`src/include/scb_regs.vh`:
```
`ifndef SCB_REGS_VH
`define SCB_REGS_VH
// apb register byte offsets
`define SCB_OFF_CMD       12'h000
`define SCB_OFF_CTRL      12'h004
`define SCB_OFF_STATUS    12'h008
`define SCB_OFF_RESP0     12'h040
`define SCB_OFF_RESP_LAST 12'h064
// block words and fields
`define SCB_WORD_W        16
`define SCB_MODE_BIT      15
`define SCB_CMD_HI        11
`define SCB_CMD_LO        8
`define SCB_BLK_HI        3
`define SCB_BLK_LO        0
`define SCB_CMD_STATUS    4'h1
`define SCB_CMD_READ      4'h2
`define SCB_CMD_WRITE     4'ha
`define SCB_HDR_STATUS    16'h8100
`define SCB_HDR_DATA      16'h8a01
`define SCB_HDR_IO        16'h8a02
`define SCB_BLK_DATA      4'h1
`define SCB_BLK_IO        4'h2
`define SCB_BLK_MOTOR     4'h3
`define SCB_BLK_VEL       4'h5
`define SCB_BLK_POS       4'h6
`define SCB_BLK_DEFAULTS  4'hf
`define SCB_POL_BIT       8
`define SCB_FN_HI         3
`define SCB_FN_LO         0
// input function codes
`define SCB_FN_GP         4'h0
`define SCB_FN_CW         4'h1
`define SCB_FN_CCW        4'h2
`define SCB_FN_CAPTURE    4'h3
`define SCB_FN_STOP       4'h4
`define SCB_FN_ESTOP      4'h5
`define SCB_FN_HOME       4'h6
// discrepancy timer
`define SCB_DISC_MIN_MS   16'd50
`define SCB_DISC_MAX_MS   16'd3000
`define SCB_CLK_HZ        20000000
`define SCB_MS_CYCLES     (`SCB_CLK_HZ / 1000)
`define SCB_RST_ENDIAN    1'b0
`define SCB_RST_POLARITY  4'hf
`define SCB_RST_LIMIT     16'h0
`endif

```
`src/core/scb_servo_config_block_handler.v`:
```
// Behaviour
// word 0: mode bit15, command 11:8, block 3:0
// status reply header 8100, word1 zero
// word2 firmware major high, minor low
// words 6,7 copy status words 0,1
// word8 bus voltage in tenth volts
// word9 processor temperature in degrees
// readback decodes only the first word
// decode 8201..8206 readback selections; 8204 is refused as an unknown block
// readback reply uses write block layout
// 820F reloads defaults into working memory
// data block bit0 selects word order
// io block header 8A02, inputs words 2-5
// bit8 sets input polarity
// bits3-0 function, unique except general
// host sets inputs 3,4 polarity one
// host sets inputs 3,4 general purpose
// general purpose input still reported
// codes 1,2 are end-of-travel limits
// code 3 edge captures and starts index
// code 4 stops move and captures
// code 5 edge is emergency stop
// code 6 home; code 7 reserved
// word6 discrepancy timeout 50-3000 ms, 0 off
//
// The address map and the APB register port were chosen for this implementation.
`timescale 1ns/100ps
`include "scb_regs.vh"
module scb_servo_config_block_handler
#(
  parameter FW_MAJOR = 8'h01,    // arbitrary revision value
  parameter FW_MINOR = 8'h00,    // arbitrary revision value
  parameter MS_CYCLES = `SCB_MS_CYCLES
)
(
  input  wire        sys_clk,
  input  wire        rst,
  input  wire        psel,
  input  wire        penable,
  input  wire        pwrite,
  input  wire [11:0] paddr,
  input  wire [31:0] pwdata,
  output wire [31:0] prdata,
  output wire        pready,
  output wire        pslverr,
  input  wire [15:0] statusWord0,
  input  wire [15:0] statusWord1,
  input  wire [15:0] busVoltage,
  input  wire [15:0] cpuTemp,
  input  wire [3:0]  inputPins,
  input  wire        torqueCutoffOption,
  input  wire        thirdInputCutoff,
  input  wire        fourthInputCutoff,
  output reg  [3:0]  inputState,
  output reg         cwLimit,
  output reg         ccwLimit,
  output reg         captureStrobe,
  output reg         indexStart,
  output reg         stopStrobe,
  output reg         emergencyStop,
  output reg         homeSensor,
  output reg         bigEndian,
  output reg         discrepancyFault,
  output reg         configError
);

  // ****************************************************************
  // configuration and reply storage
  // ****************************************************************
  reg  [15:0] cmdWord;
  reg  [15:0] blkWord [0:9];     // write block being assembled by host
  reg  [15:0] respWord [0:9];
  reg  [3:0]  inPolarity;
  reg  [3:0]  inFunc [0:3];
  reg  [15:0] discLimitMs;
  reg  [3:0]  pinSync1;
  reg  [3:0]  pinSync2;
  reg  [1:0]  stoSync1;
  reg  [1:0]  stoSync2;
  reg  [3:0]  activePrev;
  reg  [31:0] msCount;
  reg  [15:0] discMs;
  reg         cmdBusy;
  integer     i;

  // ****************************************************************
  // bus decode
  // ****************************************************************
  // a write lands only in the access phase; pready never stalls it
  wire        wrEn = psel & penable & pwrite;

  // word 0 fields; reserved bits must be zero or the command is refused
  wire [3:0]  cmdField = cmdWord[`SCB_CMD_HI:`SCB_CMD_LO];
  wire [3:0]  blkField = cmdWord[`SCB_BLK_HI:`SCB_BLK_LO];
  wire        cmdWellFormed = cmdWord[`SCB_MODE_BIT] & (cmdWord[14:12] == 3'h0)
                              & (cmdWord[7:4] == 4'h0);

  // the go strobe is a write of one to the control word
  wire        cmdGo = wrEn & (paddr == `SCB_OFF_CTRL) & pwdata[0];

  // ten aligned words; the same offsets write the buffer and read the reply
  wire        inBlk = (paddr >= `SCB_OFF_RESP0) && (paddr <= `SCB_OFF_RESP_LAST)
                      && (paddr[1:0] == 2'b00);
  wire [3:0]  blkIdx = paddr[5:2] - 4'h0;

  // polarity one makes a pin that carries current active, zero the reverse
  wire [3:0]  active = ~(pinSync2 ^ inPolarity);

  // apb answers at once; unmapped addresses flag an error
  assign pready  = 1'b1;
  assign pslverr = psel & penable & ~((paddr == `SCB_OFF_CMD) | (paddr == `SCB_OFF_CTRL)
                   | (paddr == `SCB_OFF_STATUS) | inBlk);

  // read data is zero outside a read, so a late sample never shows a stale word
  assign prdata  = ~(psel & penable & ~pwrite) ? 32'h0 :
                   (paddr == `SCB_OFF_CMD) ? {16'h0, cmdWord} :
                   (paddr == `SCB_OFF_STATUS) ? {29'h0, cmdBusy, discrepancyFault,
                                                 configError} :
                   inBlk ? {16'h0, respWord[paddr[5:2] - 4'h0]} : 32'h0;

  // function uniqueness: any non general code shared by two inputs is an error
  function dupFunc;
    input [15:0] w2;
    input [15:0] w3;
    input [15:0] w4;
    input [15:0] w5;
    reg   [3:0]  a;
    reg   [3:0]  b;
    reg   [3:0]  c;
    reg   [3:0]  d;
    begin
      a = w2[3:0];
      b = w3[3:0];
      c = w4[3:0];
      d = w5[3:0];
      dupFunc = (a != 4'h0 && (a == b || a == c || a == d))
                || (b != 4'h0 && (b == c || b == d))
                || (c != 4'h0 && c == d);
    end
  endfunction

  // a code above home is refused as a whole block
  function badCode;
    input [15:0] w2;
    input [15:0] w3;
    input [15:0] w4;
    input [15:0] w5;
    begin
      badCode = (w2[3:0] > `SCB_FN_HOME) || (w3[3:0] > `SCB_FN_HOME)
                || (w4[3:0] > `SCB_FN_HOME) || (w5[3:0] > `SCB_FN_HOME);
    end
  endfunction

  // a zero limit switches the check off and is always accepted
  wire [15:0] limitNew = blkWord[6];
  wire        limitBad = (limitNew != 16'h0) &&
                         ((limitNew < `SCB_DISC_MIN_MS) || (limitNew > `SCB_DISC_MAX_MS));

  // ****************************************************************
  // command execution and host side writes
  // ****************************************************************
  // commands complete in the cycle they are started, so busy is only a
  // single cycle marker the host can ignore
  always @(posedge sys_clk)
  begin
    if (rst)
    begin
      cmdWord     <= 16'h0;
      cmdBusy     <= 1'b0;
      configError <= 1'b0;
      bigEndian   <= `SCB_RST_ENDIAN;
      inPolarity  <= `SCB_RST_POLARITY;
      discLimitMs <= `SCB_RST_LIMIT;
      // reply and buffer clear together so a read after reset shows zeros
      for (i = 0; i < 10; i = i + 1)
      begin
        blkWord[i]  <= 16'h0;
        respWord[i] <= 16'h0;
      end
      for (i = 0; i < 4; i = i + 1)
        inFunc[i] <= `SCB_FN_GP;
    end
    else
    begin
      cmdBusy <= cmdGo;
      if (wrEn && paddr == `SCB_OFF_CMD)
        cmdWord <= pwdata[15:0];
      if (wrEn && paddr == `SCB_OFF_STATUS && pwdata[0])
        configError <= 1'b0;
      if (wrEn && inBlk)
        blkWord[blkIdx] <= pwdata[15:0];
      if (cmdGo)
      begin
        for (i = 0; i < 10; i = i + 1)
          respWord[i] <= 16'h0;
        if (!cmdWellFormed)
          configError <= 1'b1;
        else if (cmdField == `SCB_CMD_STATUS)
        begin
          // snapshot taken at the go strobe; words 3 to 5 stay zero
          respWord[0] <= `SCB_HDR_STATUS;
          respWord[1] <= 16'h0;
          respWord[2] <= {FW_MAJOR[7:0], FW_MINOR[7:0]};
          respWord[6] <= statusWord0;
          respWord[7] <= statusWord1;
          respWord[8] <= busVoltage;
          respWord[9] <= cpuTemp;
        end
        else if (cmdField == `SCB_CMD_READ)
        begin
          // only word 0 matters here; the block buffer is not looked at R7
          case (blkField)
            `SCB_BLK_DATA:
            begin
              respWord[0] <= `SCB_HDR_DATA;
              respWord[2] <= {15'h0, bigEndian};
            end
            `SCB_BLK_IO:
            begin
              respWord[0] <= `SCB_HDR_IO;
              for (i = 0; i < 4; i = i + 1)
                respWord[2 + i] <= {7'h0, inPolarity[i], 4'h0, inFunc[i]};
              respWord[6] <= discLimitMs;
            end
            `SCB_BLK_MOTOR, `SCB_BLK_VEL, `SCB_BLK_POS:
              // loop blocks live elsewhere; only the header comes back here
              respWord[0] <= {4'h8, `SCB_CMD_WRITE, 4'h0, blkField};
            `SCB_BLK_DEFAULTS:
            begin
              bigEndian   <= `SCB_RST_ENDIAN;
              inPolarity  <= `SCB_RST_POLARITY;
              discLimitMs <= `SCB_RST_LIMIT;
              for (i = 0; i < 4; i = i + 1)
                inFunc[i] <= `SCB_FN_GP;
            end
            default:
              configError <= 1'b1;
          endcase
        end
        // data block: only the word order bit is kept
        else if (cmdField == `SCB_CMD_WRITE && blkField == `SCB_BLK_DATA)
          bigEndian <= blkWord[2][0];
        // the io block is judged whole, so a bad word never leaves half a setup
        else if (cmdField == `SCB_CMD_WRITE && blkField == `SCB_BLK_IO)
        begin
          if (blkWord[0] != `SCB_HDR_IO || limitBad
              || dupFunc(blkWord[2], blkWord[3], blkWord[4], blkWord[5])
              || badCode(blkWord[2], blkWord[3], blkWord[4], blkWord[5]))
            configError <= 1'b1;
          else
          begin
            for (i = 0; i < 4; i = i + 1)
            begin
              inPolarity[i] <= blkWord[2 + i][`SCB_POL_BIT];
              inFunc[i]     <= blkWord[2 + i][`SCB_FN_HI:`SCB_FN_LO];
            end
            discLimitMs <= limitNew;
          end
        end
      end
    end
  end

  // ****************************************************************
  // input conditioning and motion functions
  // ****************************************************************
  // pins are asynchronous, so two flops before anything looks at them
  always @(posedge sys_clk)
  begin
    if (rst)
    begin
      pinSync1   <= 4'h0;
      pinSync2   <= 4'h0;
      stoSync1   <= 2'h0;
      stoSync2   <= 2'h0;
      activePrev <= 4'h0;
    end
    else
    begin
      pinSync1   <= inputPins;
      pinSync2   <= pinSync1;
      // cutoff channels get the same two flop treatment as the pins
      stoSync1   <= {fourthInputCutoff, thirdInputCutoff};
      stoSync2   <= stoSync1;
      activePrev <= active;
    end
  end

  // limits and home are levels, the rest fire on inactive-to-active edges
  always @(posedge sys_clk)
  begin
    if (rst)
    begin
      inputState    <= 4'h0;
      cwLimit       <= 1'b0;
      ccwLimit      <= 1'b0;
      captureStrobe <= 1'b0;
      indexStart    <= 1'b0;
      stopStrobe    <= 1'b0;
      emergencyStop <= 1'b0;
      homeSensor    <= 1'b0;
    end
    else
    begin
      inputState    <= active;
      cwLimit       <= 1'b0;
      ccwLimit      <= 1'b0;
      captureStrobe <= 1'b0;
      indexStart    <= 1'b0;
      stopStrobe    <= 1'b0;
      emergencyStop <= 1'b0;
      homeSensor    <= 1'b0;
      // each function sits on one input at most, so or-ing them in is safe
      for (i = 0; i < 4; i = i + 1)
      begin
        case (inFunc[i])
          `SCB_FN_CW:
            if (active[i]) cwLimit <= 1'b1;
          `SCB_FN_CCW:
            if (active[i]) ccwLimit <= 1'b1;
          `SCB_FN_CAPTURE:
            if (active[i] & ~activePrev[i])
            begin
              captureStrobe <= 1'b1;
              indexStart    <= 1'b1;
            end
          `SCB_FN_STOP:
            if (active[i] & ~activePrev[i])
            begin
              stopStrobe    <= 1'b1;
              captureStrobe <= 1'b1;
            end
          `SCB_FN_ESTOP:
            if (active[i] & ~activePrev[i]) emergencyStop <= 1'b1;
          `SCB_FN_HOME:
            if (active[i]) homeSensor <= 1'b1;
          default:
            ;
        endcase
      end
    end
  end

  // ****************************************************************
  // torque cutoff discrepancy timer
  // ****************************************************************
  // the two cutoff channels must agree within the limit; a fault holds
  // until reset since it guards a safety function
  always @(posedge sys_clk)
  begin
    if (rst)
    begin
      msCount          <= 32'h0;
      discMs           <= 16'h0;
      discrepancyFault <= 1'b0;
    end
    // agreement restarts the count, so short glitches never add up
    else if (!torqueCutoffOption || discLimitMs == 16'h0
             || stoSync2[0] == stoSync2[1])
    begin
      msCount <= 32'h0;
      discMs  <= 16'h0;
    end
    else if (msCount == MS_CYCLES - 1)
    begin
      msCount <= 32'h0;
      discMs  <= discMs + 16'h1;
      if (discMs + 16'h1 >= discLimitMs)
        discrepancyFault <= 1'b1;
    end
    else
      msCount <= msCount + 32'h1;
  end

endmodule

```
`config.mk`:
```
export PLATFORM = sky130hd
export DESIGN_NAME = scb_servo_config_block_handler
export DESIGN_NICKNAME = d
export VERILOG_FILES = /design/src/core/scb_servo_config_block_handler.v
export VERILOG_INCLUDE_DIRS = /design/src /design/src/include
export SDC_FILE = /design/constraint.sdc
export NUM_CORES = 1
export LEC_CHECK = 0
export BUFFER_PORTS_ARGS = -buffer_cell sky130_fd_sc_hd__buf_2
export CAP_MARGIN = 10
export CORE_ASPECT_RATIO = 1.1
export CORE_MARGIN = 4
export CORE_UTILIZATION = 30
export DETAILED_ROUTE_END_ITERATION = 12
export HOLD_SLACK_MARGIN = 0.08
export PLACE_DENSITY = 0.47
export SYNTH_ARGS = -nofsm -noshare
export SYNTH_HDL_FRONTEND = slang
export SYNTH_SLANG_ARGS = --single-unit
```
`constraint.sdc`:
```
create_clock -name sys_clk -period 3.12 [get_ports sys_clk]
set_clock_uncertainty 0.15 [all_clocks]
set_input_delay 0.156 -clock sys_clk [delete_from_list [all_inputs] [get_ports sys_clk]]
set_output_delay 0.156 -clock sys_clk [all_outputs]
set_load 0.01 [all_outputs]
```
* After elaboration in Yosys (flattened, before gate mapping) *
Memory sizes are Yosys's and may differ from the RTL's.
Index checks and enable logic that the tools add are counted.

word-level totals
  register bits = 111
  memory bits (writable) = 336
  output and inout port bits = 48
  memories kept = 3

memory list
  name      words  bits a word  read ports  clocked after memory_dff  wr ports  RTL line                             source
  blkWord   10     16           6           0                         10        scb_servo_config_block_handler.v:71  reg [15:0] blkWord [0:9];
  respWord  10     16           1           0                         10        scb_servo_config_block_handler.v:72  reg [15:0] respWord [0:9];
  inFunc    4      4            4           0                         4         scb_servo_config_block_handler.v:74  reg [3:0] inFunc [0:3];

cells by class
  add/sub/neg operators = 2
  magnitude comparators = 9
  eq/ne operators = 47
  muxes and demuxes = 164
  bitwise logic cells = 59
  reductions and logical operators = 50

operators by type and width
  kind                   count
  $mux 16                36
  $mux 1                 114
  $eq 4x3->1 const B     14
  $mux 4                 14
  $eq 4x2->1 const B     11
  $or 1x1->1             37
  $add 32x1->32 const B  1
  $eq 32x15->1 const B   1
  $eq 4x1->1 const B     6
  $eq 4x4->1             6
  $add 16x1->16 const B  1
  $ge 16x16->1           1
  $gt 16x12->1 const B   1
  $gt 4x3->1 const B     4
  $logic_not 16->1       1
  $lt 16x6->1 const B    1
  $ne 16x16->1 const B   1
  $reduce_bool 16->1     1
  $reduce_or 16->1       1
  $logic_or 1x1->1       14
  $and 1x1->1            12
  $eq 12x3->1 const B    1
  $eq 12x4->1 const B    1
  $ge 12x7->1 const B    1
  22 further kinds       50

* Logic depth before layout (Yosys ltp) *
Gate-level depths: netlist of run 1.
An unclocked memory read counts as a cell.

  depth in word-level cells = 19
  mapped depth = 13

* Worst setup path after synthesis of run 1 *
No wires, ideal clock.

  kind = in2reg
  start point = in paddr[9]
  end point = mem inFunc[0][0] (enable)
  setup time = 329 ps
  arrival = 2684 ps
  data required time = 2641 ps
  setup slack = -42 ps
  stages = 7
  buffers on the path = 1
  cells stage by stage = or4_1 > nand4bb_1 > buf_2 > or4b_4 > or3_4 > or4_1 > nand2_1

RTL lines
  what         RTL line                             source
  from (decl)  scb_servo_config_block_handler.v:41  input wire [11:0] paddr,
  to (decl)    scb_servo_config_block_handler.v:74

==> results_dict.tcl, run 1 <==
set metrics [dict create \
    async_flop_share_pct 0 \
    max_cap_violations 0 \
    wl_per_cell_um 17.8 \
    drive_gt1_share_pct 19.2 \
    synth-seq-cells 270 \
    rr_endpoint "inFunc[3][3]" \
    synth_area_per_cell_um2 10.7 \
    grt_pass1_wl_um 55900 \
    yosys_warnings 0 \
    synth_edf_count 155 \
    clock_sinks 270 \
    cts_tree "yes" \
    rsz0062_at_grt "no" \
    gp_congestion 0.828 \
    die-area_mm2 0.0465 \
    core_area_mm2 0.0425 \
    worstSkewPairLatency_ps 560 \
    drt_wl_total_um 36600 \
    via_per_inst 4.69 \
    htree_levels 1 \
    start_util_pct 30.4 \
    max_freq_mhz 338 \
    setup_viol 0 \
    synth_area_mm2 0.0129 \
    first_global_vias 9641 \
    dpl_cell_area_mm2 0.0145 \
    crit_type "register to register" \
    reg2reg_from "cmdWord[7]" \
    dp_hpwl_um 26700 \
    grt_max_degree 68 \
    die_width_um 206 \
    clockBufferDepth 3 \
    synth_cell_types 66 \
    dp.cells 1906 \
    min_to "configError" \
    fin_crit_sh_pct 94.9 \
    clk_pin_slew_ps 60 \
    ys_seq_area_share_pct 53.8 \
    drv_slew 0 \
    row_count 79 \
    start_kind "register" \
    r2r_slack_ps 160 \
    min-delay-start "psel" \
    setup_ws_ps 160 \
    track_usage_pct 15.3 \
    die_height_um 226 \
    cts_buffers 31 \
    p_leak_nw 6.23 \
    max_slew_margin_pct 51.8 \
    hold_viol_final 0 \
    register_area_mm2 0.00696 \
    finalNetCount 1602 \
    cp-end-kind "register" \
    fin_setup_tns_ps 0 \
    r2r_cells 6 \
    status "completed" \
    arrival_ps 3060 \
    fin_util_pct 38.9 \
    instances_no_fill 2056 \
    cellPowerDensity_mw_per_mm2 502 \
    area_delta_synth_final_pct 27.8 \
    peakVddDrop_mv 0.279 \
    final_common_cell "edfxtp_1" \
    io_pins 168 \
    drc_errors 0 \
    cp_data_required_time_ps 3220 \
    drtPass1Iterations 5 \
    cp_max_fo 8 \
    min_path_cells 6 \
    antenna_found_initial 1 \
    pre_cts_ws_ps -237 \
    drtIter0Drc 501 \
    cts-root-buf "clkbuf_16" \
    netlist_instances 1211 \
    hp-class "input port to register" \
    stdcell_area_mm2 0.0165 \
    synth_flop_cell "edfxtp_1" \
    vias 9649 \
    final_cell_mix "155 x edfxtp_1, 134 x buf_2, 131 x and2_1" \
    fillers 4224 \
    overflow 0 \
    numPortBuffers 134 \
    multi_input_area_mm2 0.00559 \
    drtAntennaViolNets 0 \
    worstMarginPinSlew_ps 720 \
    fin_crit_ps 2960 \
]
[how the worst max path moves through the flow]
stage,startpoint,end,cells after the start
6_report,cmdWord[7],inFunc[3][3],6
5_1_grt,cmdWord[7],inFunc[3][3],6
4_1_cts,cmdWord[7],inFunc[3][3],6
3_5_place_dp,paddr[9],inFunc[3][0],7
3_3_place_gp,paddr[9],inFunc[3][1],7
2_1_floorplan,paddr[9],inFunc[0][0],7
[registers in the layout, summed over array words and instances, names as in the netlist, 2 cells and up]
register	flops
respWord	91
blkWord	52
msCount	32
cmdWord	16
discLimitMs	16
discMs	16
inFunc	16
inPolarity	4
inputState	4
pinSync1	4
pinSync2	4
stoSync1	2
stoSync2	2
[routing by layer]
metal	vias to the layer above	share of wire (%)	GRT usage, %
met5	-	0	0
met4	0	2.1	3.78
met3	40	5.6	2.20
met2	245	44	24.3
met1	4621	48	22.0
li1	4743	-	-
[timing repair]
| action | CTS | global route |
|---|---|---|
| endpoints found under the setup margin | 0 | 1 |
| gates resized for setup | 0 | 1 |
| hold buffers | 92 | 0 |
| buffers inserted | 0 | 0 |
| hold endpoints to repair | 153 | 0 |
[critical path, cell delays in order, from the launching register on]
cell and delay [ps]:
dfxtp_1 310, nor4_1 340, nand2_1 190, or4b_4 530, or3_4 350, or4_1 570
nand2_2 220
[metrics by stage]
stage,hold slack (ps),power [mW]
6_report,161,8.30
5_1_grt,151,8.63
4_1_cts,122,8.43
3_5_place_dp,222,4.34
2_1_floorplan,134,4.17
3_3_place_gp,215,4.34
[final cells by class]
cell class	instances	area share, %
sequential	270	42.1
multi-input combinational	851	33.8
timing repair buffer	283	12.6
clock buffer	37	4.95
tap	567	4.29
clock inverter	20	1.69
inverter	27	0.613
antenna	1	0.0151
[where the power goes]
| group | leakage (nW) | switching, mW | internal (mW) |
|---|---|---|---|
| clock | 0.537 | 1.50 | 2.44 |
| sequential | 2.49 | 0.0667 | 3.85 |
| combinational | 3.21 | 0.228 | 0.216 |
| total | 6.23 | 1.80 | 6.50 |
[cells by family after synthesis]
logic type               Yosys count  share of synthesized area [%]
AO/OA/AOI/OAI                    111                           6.11
XOR/XNOR                          88                           5.96
adder cells (fa/ha/maj)           18                           1.74
buffers and inverters            109                           3.81
flip-flops                       270                           53.8
multiplexers                      73                           6.24
other                              2                         0.0581
AND/OR/NAND/NOR                  540                           22.3
[Yosys cell counts (4+ instances only)]
cell type,number,area share [%]
mux2_2,11,0.96
nor3b_1,5,0.29
xnor2_1,26,1.8
edfxtp_1,155,36
nand2b_1,8,0.39
inv_1,27,0.78
a21oi_1,15,0.58
nor3_1,25,0.97
buf_1,5,0.15
nand3_1,33,1.3
nor2_1,128,3.7
nand4_1,19,0.92
nand2_1,86,2.5
clkbuf_1,54,1.6
ha_1,18,1.7
o211ai_1,9,0.52
a211oi_1,5,0.29
mux4_2,5,0.87
or2_2,14,0.68
mux2i_1,57,4.4
buf_4,17,0.99
nor2b_1,18,0.87
or4_1,8,0.46
and3_1,5,0.24
a22oi_1,12,0.70
a22o_1,18,1.2
and2_1,131,6.3
buf_2,4,0.15
xor2_1,62,4.2
dfxtp_1,115,18
a21o_1,9,0.52
o21ai_0,20,0.77
a31oi_1,5,0.24
and4_1,9,0.61
nor4_1,27,1.3
(Power assumes the default switching activity.)
==> run 2, diff against run 1 <==
CELL_PAD_IN_SITES_DETAIL_PLACEMENT = 1   (was not set)
CELL_PAD_IN_SITES_GLOBAL_PLACEMENT = 2   (was not set)
PLACE_DENSITY = 0.66   (was 0.47)
==> run 2 against run 1 <==
Effect of this change: via count up 1.8%; count of clock-buffer cells in the layout up 9; largest cell class unchanged; die area unchanged.
==> results_dict.tcl, run 2 (same netlist as run 1, synthesis figures left out) <==
set metrics [dict create \
    status "completed" \
    cp.depth 6 \
    final_cell_mix "155 x edfxtp_1, 134 x buf_2, 132 x and2_1" \
    clk_pin_slew_ps 60 \
    min-delay-start "rst" \
    track_usage_pct 16.8 \
    fillers 4709 \
    min_path_cells 3 \
    core_area_mm2 0.0425 \
    fin_crit_ps 3060 \
    cellPowerDensity_mw_per_mm2 521 \
    slowest_stage "or4_1" \
    r2r_cells 6 \
    post-cts-setup-buffers 0 \
    r2r_slack_ps 60 \
    drt_wl_total_um 39600 \
    cts_buffers 35 \
    start_util_pct 30.4 \
    hold_viol_final 0 \
    drtPass1Iterations 5 \
    top_register "respWord" \
    cts-root-buf "clkbuf_16" \
    die-area_mm2 0.0465 \
    min_to "cmdWord[13]" \
    drtAntennaViolNets 0 \
    row_count 79 \
    register_area_mm2 0.00696 \
    hp-class "input port to register" \
    die_width_um 206 \
    worstMarginPinSlew_ps 670 \
    gp_congestion 0.814 \
    fin_util_pct 39.4 \
    cts_tree "yes" \
    crit_family "simple AND/OR/NAND/NOR gates" \
    cp_max_fo 8 \
    path_cells "nor4_2 > nand2_1 > or4b_4 > or3_4 > or4_1 > nand2_2" \
    start_kind "register" \
    fin_crit_sh_pct 98.2 \
    dp_hpwl_um 28500 \
    max_cap_violations 0 \
    largest_register_ffs 91 \
    reg.largest.list "respWord: 91 flops, blkWord: 52 flops, msCount: 32 flops" \
    fin_setup_tns_ps 0 \
    drtIter0Drc 415 \
    multi_input_area_mm2 0.00561 \
    die_height_um 226 \
    drive_gt1_share_pct 19.8 \
    finalPower_mw 8.72 \
    worstSkewPairLatency_ps 540 \
    grt_max_degree 68 \
    peakVddDrop_mv 0.347 \
    crit_type "register to register" \
    setup_viol 0 \
    finalNetCount 1610 \
    p_leak_nw 6.34 \
    first_global_vias 10300 \
    antenna_found_initial 1 \
    cp.buffers_inverters 0 \
    rr_endpoint "inFunc[0][3]" \
    vias 9827 \
    drc_errors 0 \
    cp_slowest_stage_delay_ps 570 \
    io_pins 168 \
    grt_pass1_wl_um 60600 \
    cp-end-kind "register" \
    htree_levels 2 \
    wl_per_cell_um 19.2 \
    max_freq_mhz 326 \
    overflow 0 \
    max_slew_margin_pct 55.3 \
    via_per_inst 4.75 \
    clock_sinks 270 \
    numPortBuffers 134 \
    reg2reg_from "cmdWord[12]" \
    final_common_cell "edfxtp_1" \
    area_delta_synth_final_pct 29.4 \
    drv_slew 0 \
    clockBufferDepth 3 \
    cp_data_required_time_ps 3190 \
    arrival_ps 3140 \
]
-- run 2: cell count changes in the layout (fill, tap and decap cells not counted), moves of 2 or more --
cell / previous run / this run
nor4_1: 26 / 24
clkinvlp_4: 2 / 0
clkbuf_1: 4 / 6
clkbuf_16: 31 / 38
buf_4: 52 / 56
nor4_2: 2 / 4
-- run 2: cell type report --
cell class | count | area share (%)
timing repair buffer | 287 | 12.6
tap | 567 | 4.24
inverter | 27 | 0.606
antenna | 1 | 0.0150
sequential | 270 | 41.6
clock inverter | 18 | 1.51
clock buffer | 46 | 5.98
multi-input combinational | 851 | 33.5
-- run 2: layer usage --
metal,GRT usage (%),share of wire [%],up-vias
met3,3.20,4.4,43
met4,3.71,1.6,0
met1,23.0,47,4845
li1,-,-,4758
met2,27.7,47,181
met5,0,0,-
-- run 2: repair_timing --
item | 4_1_cts | 5_1_grt
pin swaps | 0 | 1
gates resized for setup | 1 | 5
hold buffers | 93 | 0
setup endpoints to repair | 1 | 25
hold endpoints to repair | 140 | 0
-- run 2: worst min-delay path, stage by stage --
cell and delay [ps]:
buf_2 220, buf_4 270, nor2_1 110
-- run 2: metrics by stage --
step	instances	setup WS [ps]	instance area [um^2]	hold WS (ps)
after detailed placement	1909	-174	14500	226
after floorplan	1230	21.3	13000	134
final	2067	56.0	16700	116
after global placement	1909	-162	14500	214
after CTS	2066	10.3	16700	93.5
after global routing	2067	-81.5	16700	108
-- run 2: worst max-delay path by stage --
stage,start,endpoint,slack (ps)
floorplan,paddr[9],inFunc[0][0],20
global placement,paddr[9],inFunc[3][2],-160
detailed placement,paddr[9],inFunc[3][2],-170
CTS,cmdWord[12],inFunc[3][2],10
global route,cmdWord[12],inFunc[0][3],-80
finish,cmdWord[12],inFunc[0][3],60
-- run 2: where the power goes --
part | switching (mW) | internal (mW) | total, mW
clock network | 1.60 | 2.77 | 4.36
logic | 0.233 | 0.212 | 0.445
registers | 0.0691 | 3.85 | 3.92
==> run 3, diff against run 2 <==
ABC_AREA = 1   (was not set)
PLACE_DENSITY = 0.72   (was 0.66)
==> run 3 against run 2 <==
Effect of this change: combinational power rose by 21%; power down 3.6%; final cell count rose by 22%; count of clock-buffer cells in the layout shrank 14; sequential power about the same; non-clock buffer count fell by 20; critical path depth increased by 6.
==> results_dict.tcl, run 3 <==
set metrics [dict create \
    reg.largest.list "respWord: 91 flops, blkWord: 52 flops, msCount: 32 flops" \
    antenna_found_initial 0 \
    clockBufferDepth 3 \
    final_common_cell "nand2_1" \
    max_cap_violations 0 \
    instances_no_fill 2532 \
    synth-seq-cells 270 \
    multi_input_area_mm2 0.00535 \
    first_global_vias 12500 \
    dp_hpwl_um 33300 \
    overflow 0 \
    async_flop_share_pct 0 \
    die_width_um 210 \
    htree_levels 1 \
    via_per_inst 4.73 \
    cts_tree "yes" \
    r2r_cells 14 \
    status "completed" \
    arrival_ps 3200 \
    row_count 81 \
    worstMarginPinSlew_ps 959 \
    min_path_cells 6 \
    pre_cts_ws_ps 122 \
    min_to "configError" \
    hold_viol_final 0 \
    netlist_instances 1673 \
    max_freq_mhz 344 \
    final_cell_mix "329 x nand2_1, 290 x nor2_1, 246 x inv_1" \
    track_usage_pct 17.9 \
    synth_area_leaders "edfxtp_1 35%, dfxtp_1 17%, nand2_1 9.2%" \
    synth_top_area_share_pct 34.6 \
    numPortBuffers 134 \
    dp.cells 2365 \
    io_pins 168 \
    drtAntennaViolNets 0 \
    largest_register_ffs 91 \
    start_kind "input port" \
    finalPower_mw 8.41 \
    grt_max_degree 51 \
    min-delay-start "pwrite" \
    synth_commonest_cells "331 x nand2_1, 294 x nor2_1, 246 x inv_1" \
    rr_endpoint "discrepancyFault" \
    gp_congestion 0.848 \
    drv_slew 0 \
    finalNetCount 2065 \
    drt_wl_total_um 44100 \
    start_util_pct 30.3 \
    clk_pin_slew_ps 70 \
    reg2reg_from "discMs[0]" \
    synth_edf_count 155 \
    top_register "respWord" \
    cts_buffers 30 \
    yosys_warnings 0 \
    cp_max_fo 16 \
    synth_area_per_cell_um2 8.05 \
    die-area_mm2 0.0484 \
    yosysMostFrequentCell "nand2_1" \
    clock_sinks 270 \
    die_height_um 230 \
    drtPass1Iterations 5 \
    synth_flop_cell "edfxtp_1" \
    area_delta_synth_final_pct 26.6 \
    cellPowerDensity_mw_per_mm2 493 \
    drtIter0Drc 673 \
    vias 12000 \
    ys_seq_area_share_pct 51.6 \
    fin_crit_ps 2900 \
    synth_cell_types 51 \
    hp-class "input port to register" \
    setup_viol 0 \
    max_slew_margin_pct 36.1 \
    dpl_cell_area_mm2 0.0148 \
    cts-root-buf "clkbuf_16" \
    stdcell_area_mm2 0.0171 \
    yosysTopAreaCell "edfxtp_1" \
    worstSkewPairLatency_ps 560 \
    diodes 0 \
    grt_pass1_wl_um 69500 \
    drive_gt1_share_pct 12.6 \
    cp_data_required_time_ps 3420 \
    synth_area_mm2 0.0135 \
    wl_per_cell_um 17.4 \
    fillers 5294 \
    setup_ws_ps 217 \
    r2r_slack_ps 230 \
    core_area_mm2 0.0444 \
    peakVddDrop_mv 0.339 \
    cp-end-kind "register" \
    drc_errors 0 \
    fin_crit_sh_pct 93.1 \
    p_leak_nw 7.40 \
    crit_type "input port to register" \
    register_area_mm2 0.00696 \
]
run 3: layer usage:
layer / part of all wire (%) / vias up / track usage [%] / wire [um]
li1: - / 5929 / - / -
met5: 0 / - / 0 / 0
met1: 47 / 5750 / 24.9 / 20900
met2: 46 / 232 / 29.8 / 20400
met3: 4.0 / 53 / 2.06 / 1750
met4: 2.5 / 0 / 4.79 / 1090
run 3: cell families after synthesis:
family	count (synthesis)	share of synthesized area, %
multiplexers	1	0.0743
AND/OR/NAND/NOR	842	26.9
AO/OA/AOI/OAI	190	7.82
other	2	0.0557
adder cells (fa/ha/maj)	18	1.67
flip-flops	270	51.6
XOR/XNOR	37	2.41
buffers and inverters	313	9.41
run 3: cell type report:
type	count	area share [%]
well taps	581	4.26
clock inverters	24	1.88
flip-flops and latches	270	40.8
repair buffers	267	11.6
inverters	249	5.48
clock buffers	32	4.57
multi-input cells	1109	31.4
run 3: worst max path at each step:
| stage | start | end | slack, ps | depth (start not counted) |
|---|---|---|---|---|
| floorplan | discMs[0] | discrepancyFault | 490 | 17 |
| global placement | discMs[0] | discrepancyFault | 150 | 17 |
| detailed placement | discMs[0] | discrepancyFault | 120 | 17 |
| CTS | discMs[2] | discrepancyFault | 100 | 17 |
| global route | discMs[0] | discrepancyFault | -20 | 18 |
| finish | paddr[11] | cmdWord[14] | 220 | 12 |
run 3: where the power goes:
part | internal, mW | switching (mW)
sequential | 3.85 | 0.0590
combinational | 0.219 | 0.320
clock | 2.46 | 1.51
run 3: critical path, cell delays in order:
cell and delay (ps):
dlygate4sd3_1 540, buf_2 120, nor2_1 250, nand3_2 180, nor2_4 250, inv_1 80
nor2_1 240, nand2_1 370, buf_4 300, nand2_1 70, a21oi_1 60, dlygate4sd3_1 580
run 3: per-stage QoR:
step	hold slack [ps]	TNS (ps)	util, %
after floorplan	113	0	-
after detailed placement	220	0	33.4
final	115	0	38.4
after global placement	216	0	33.4
after CTS	81.2	0	38.3
after global routing	148	-15.7	38.4
run 3: repair_timing:
action | in CTS | in global routing
setup buffers | 0 | 1
hold buffers | 110 | 0
gates resized for setup | 0 | 10
hold endpoints to repair | 161 | 0
setup endpoints to repair | 0 | 15
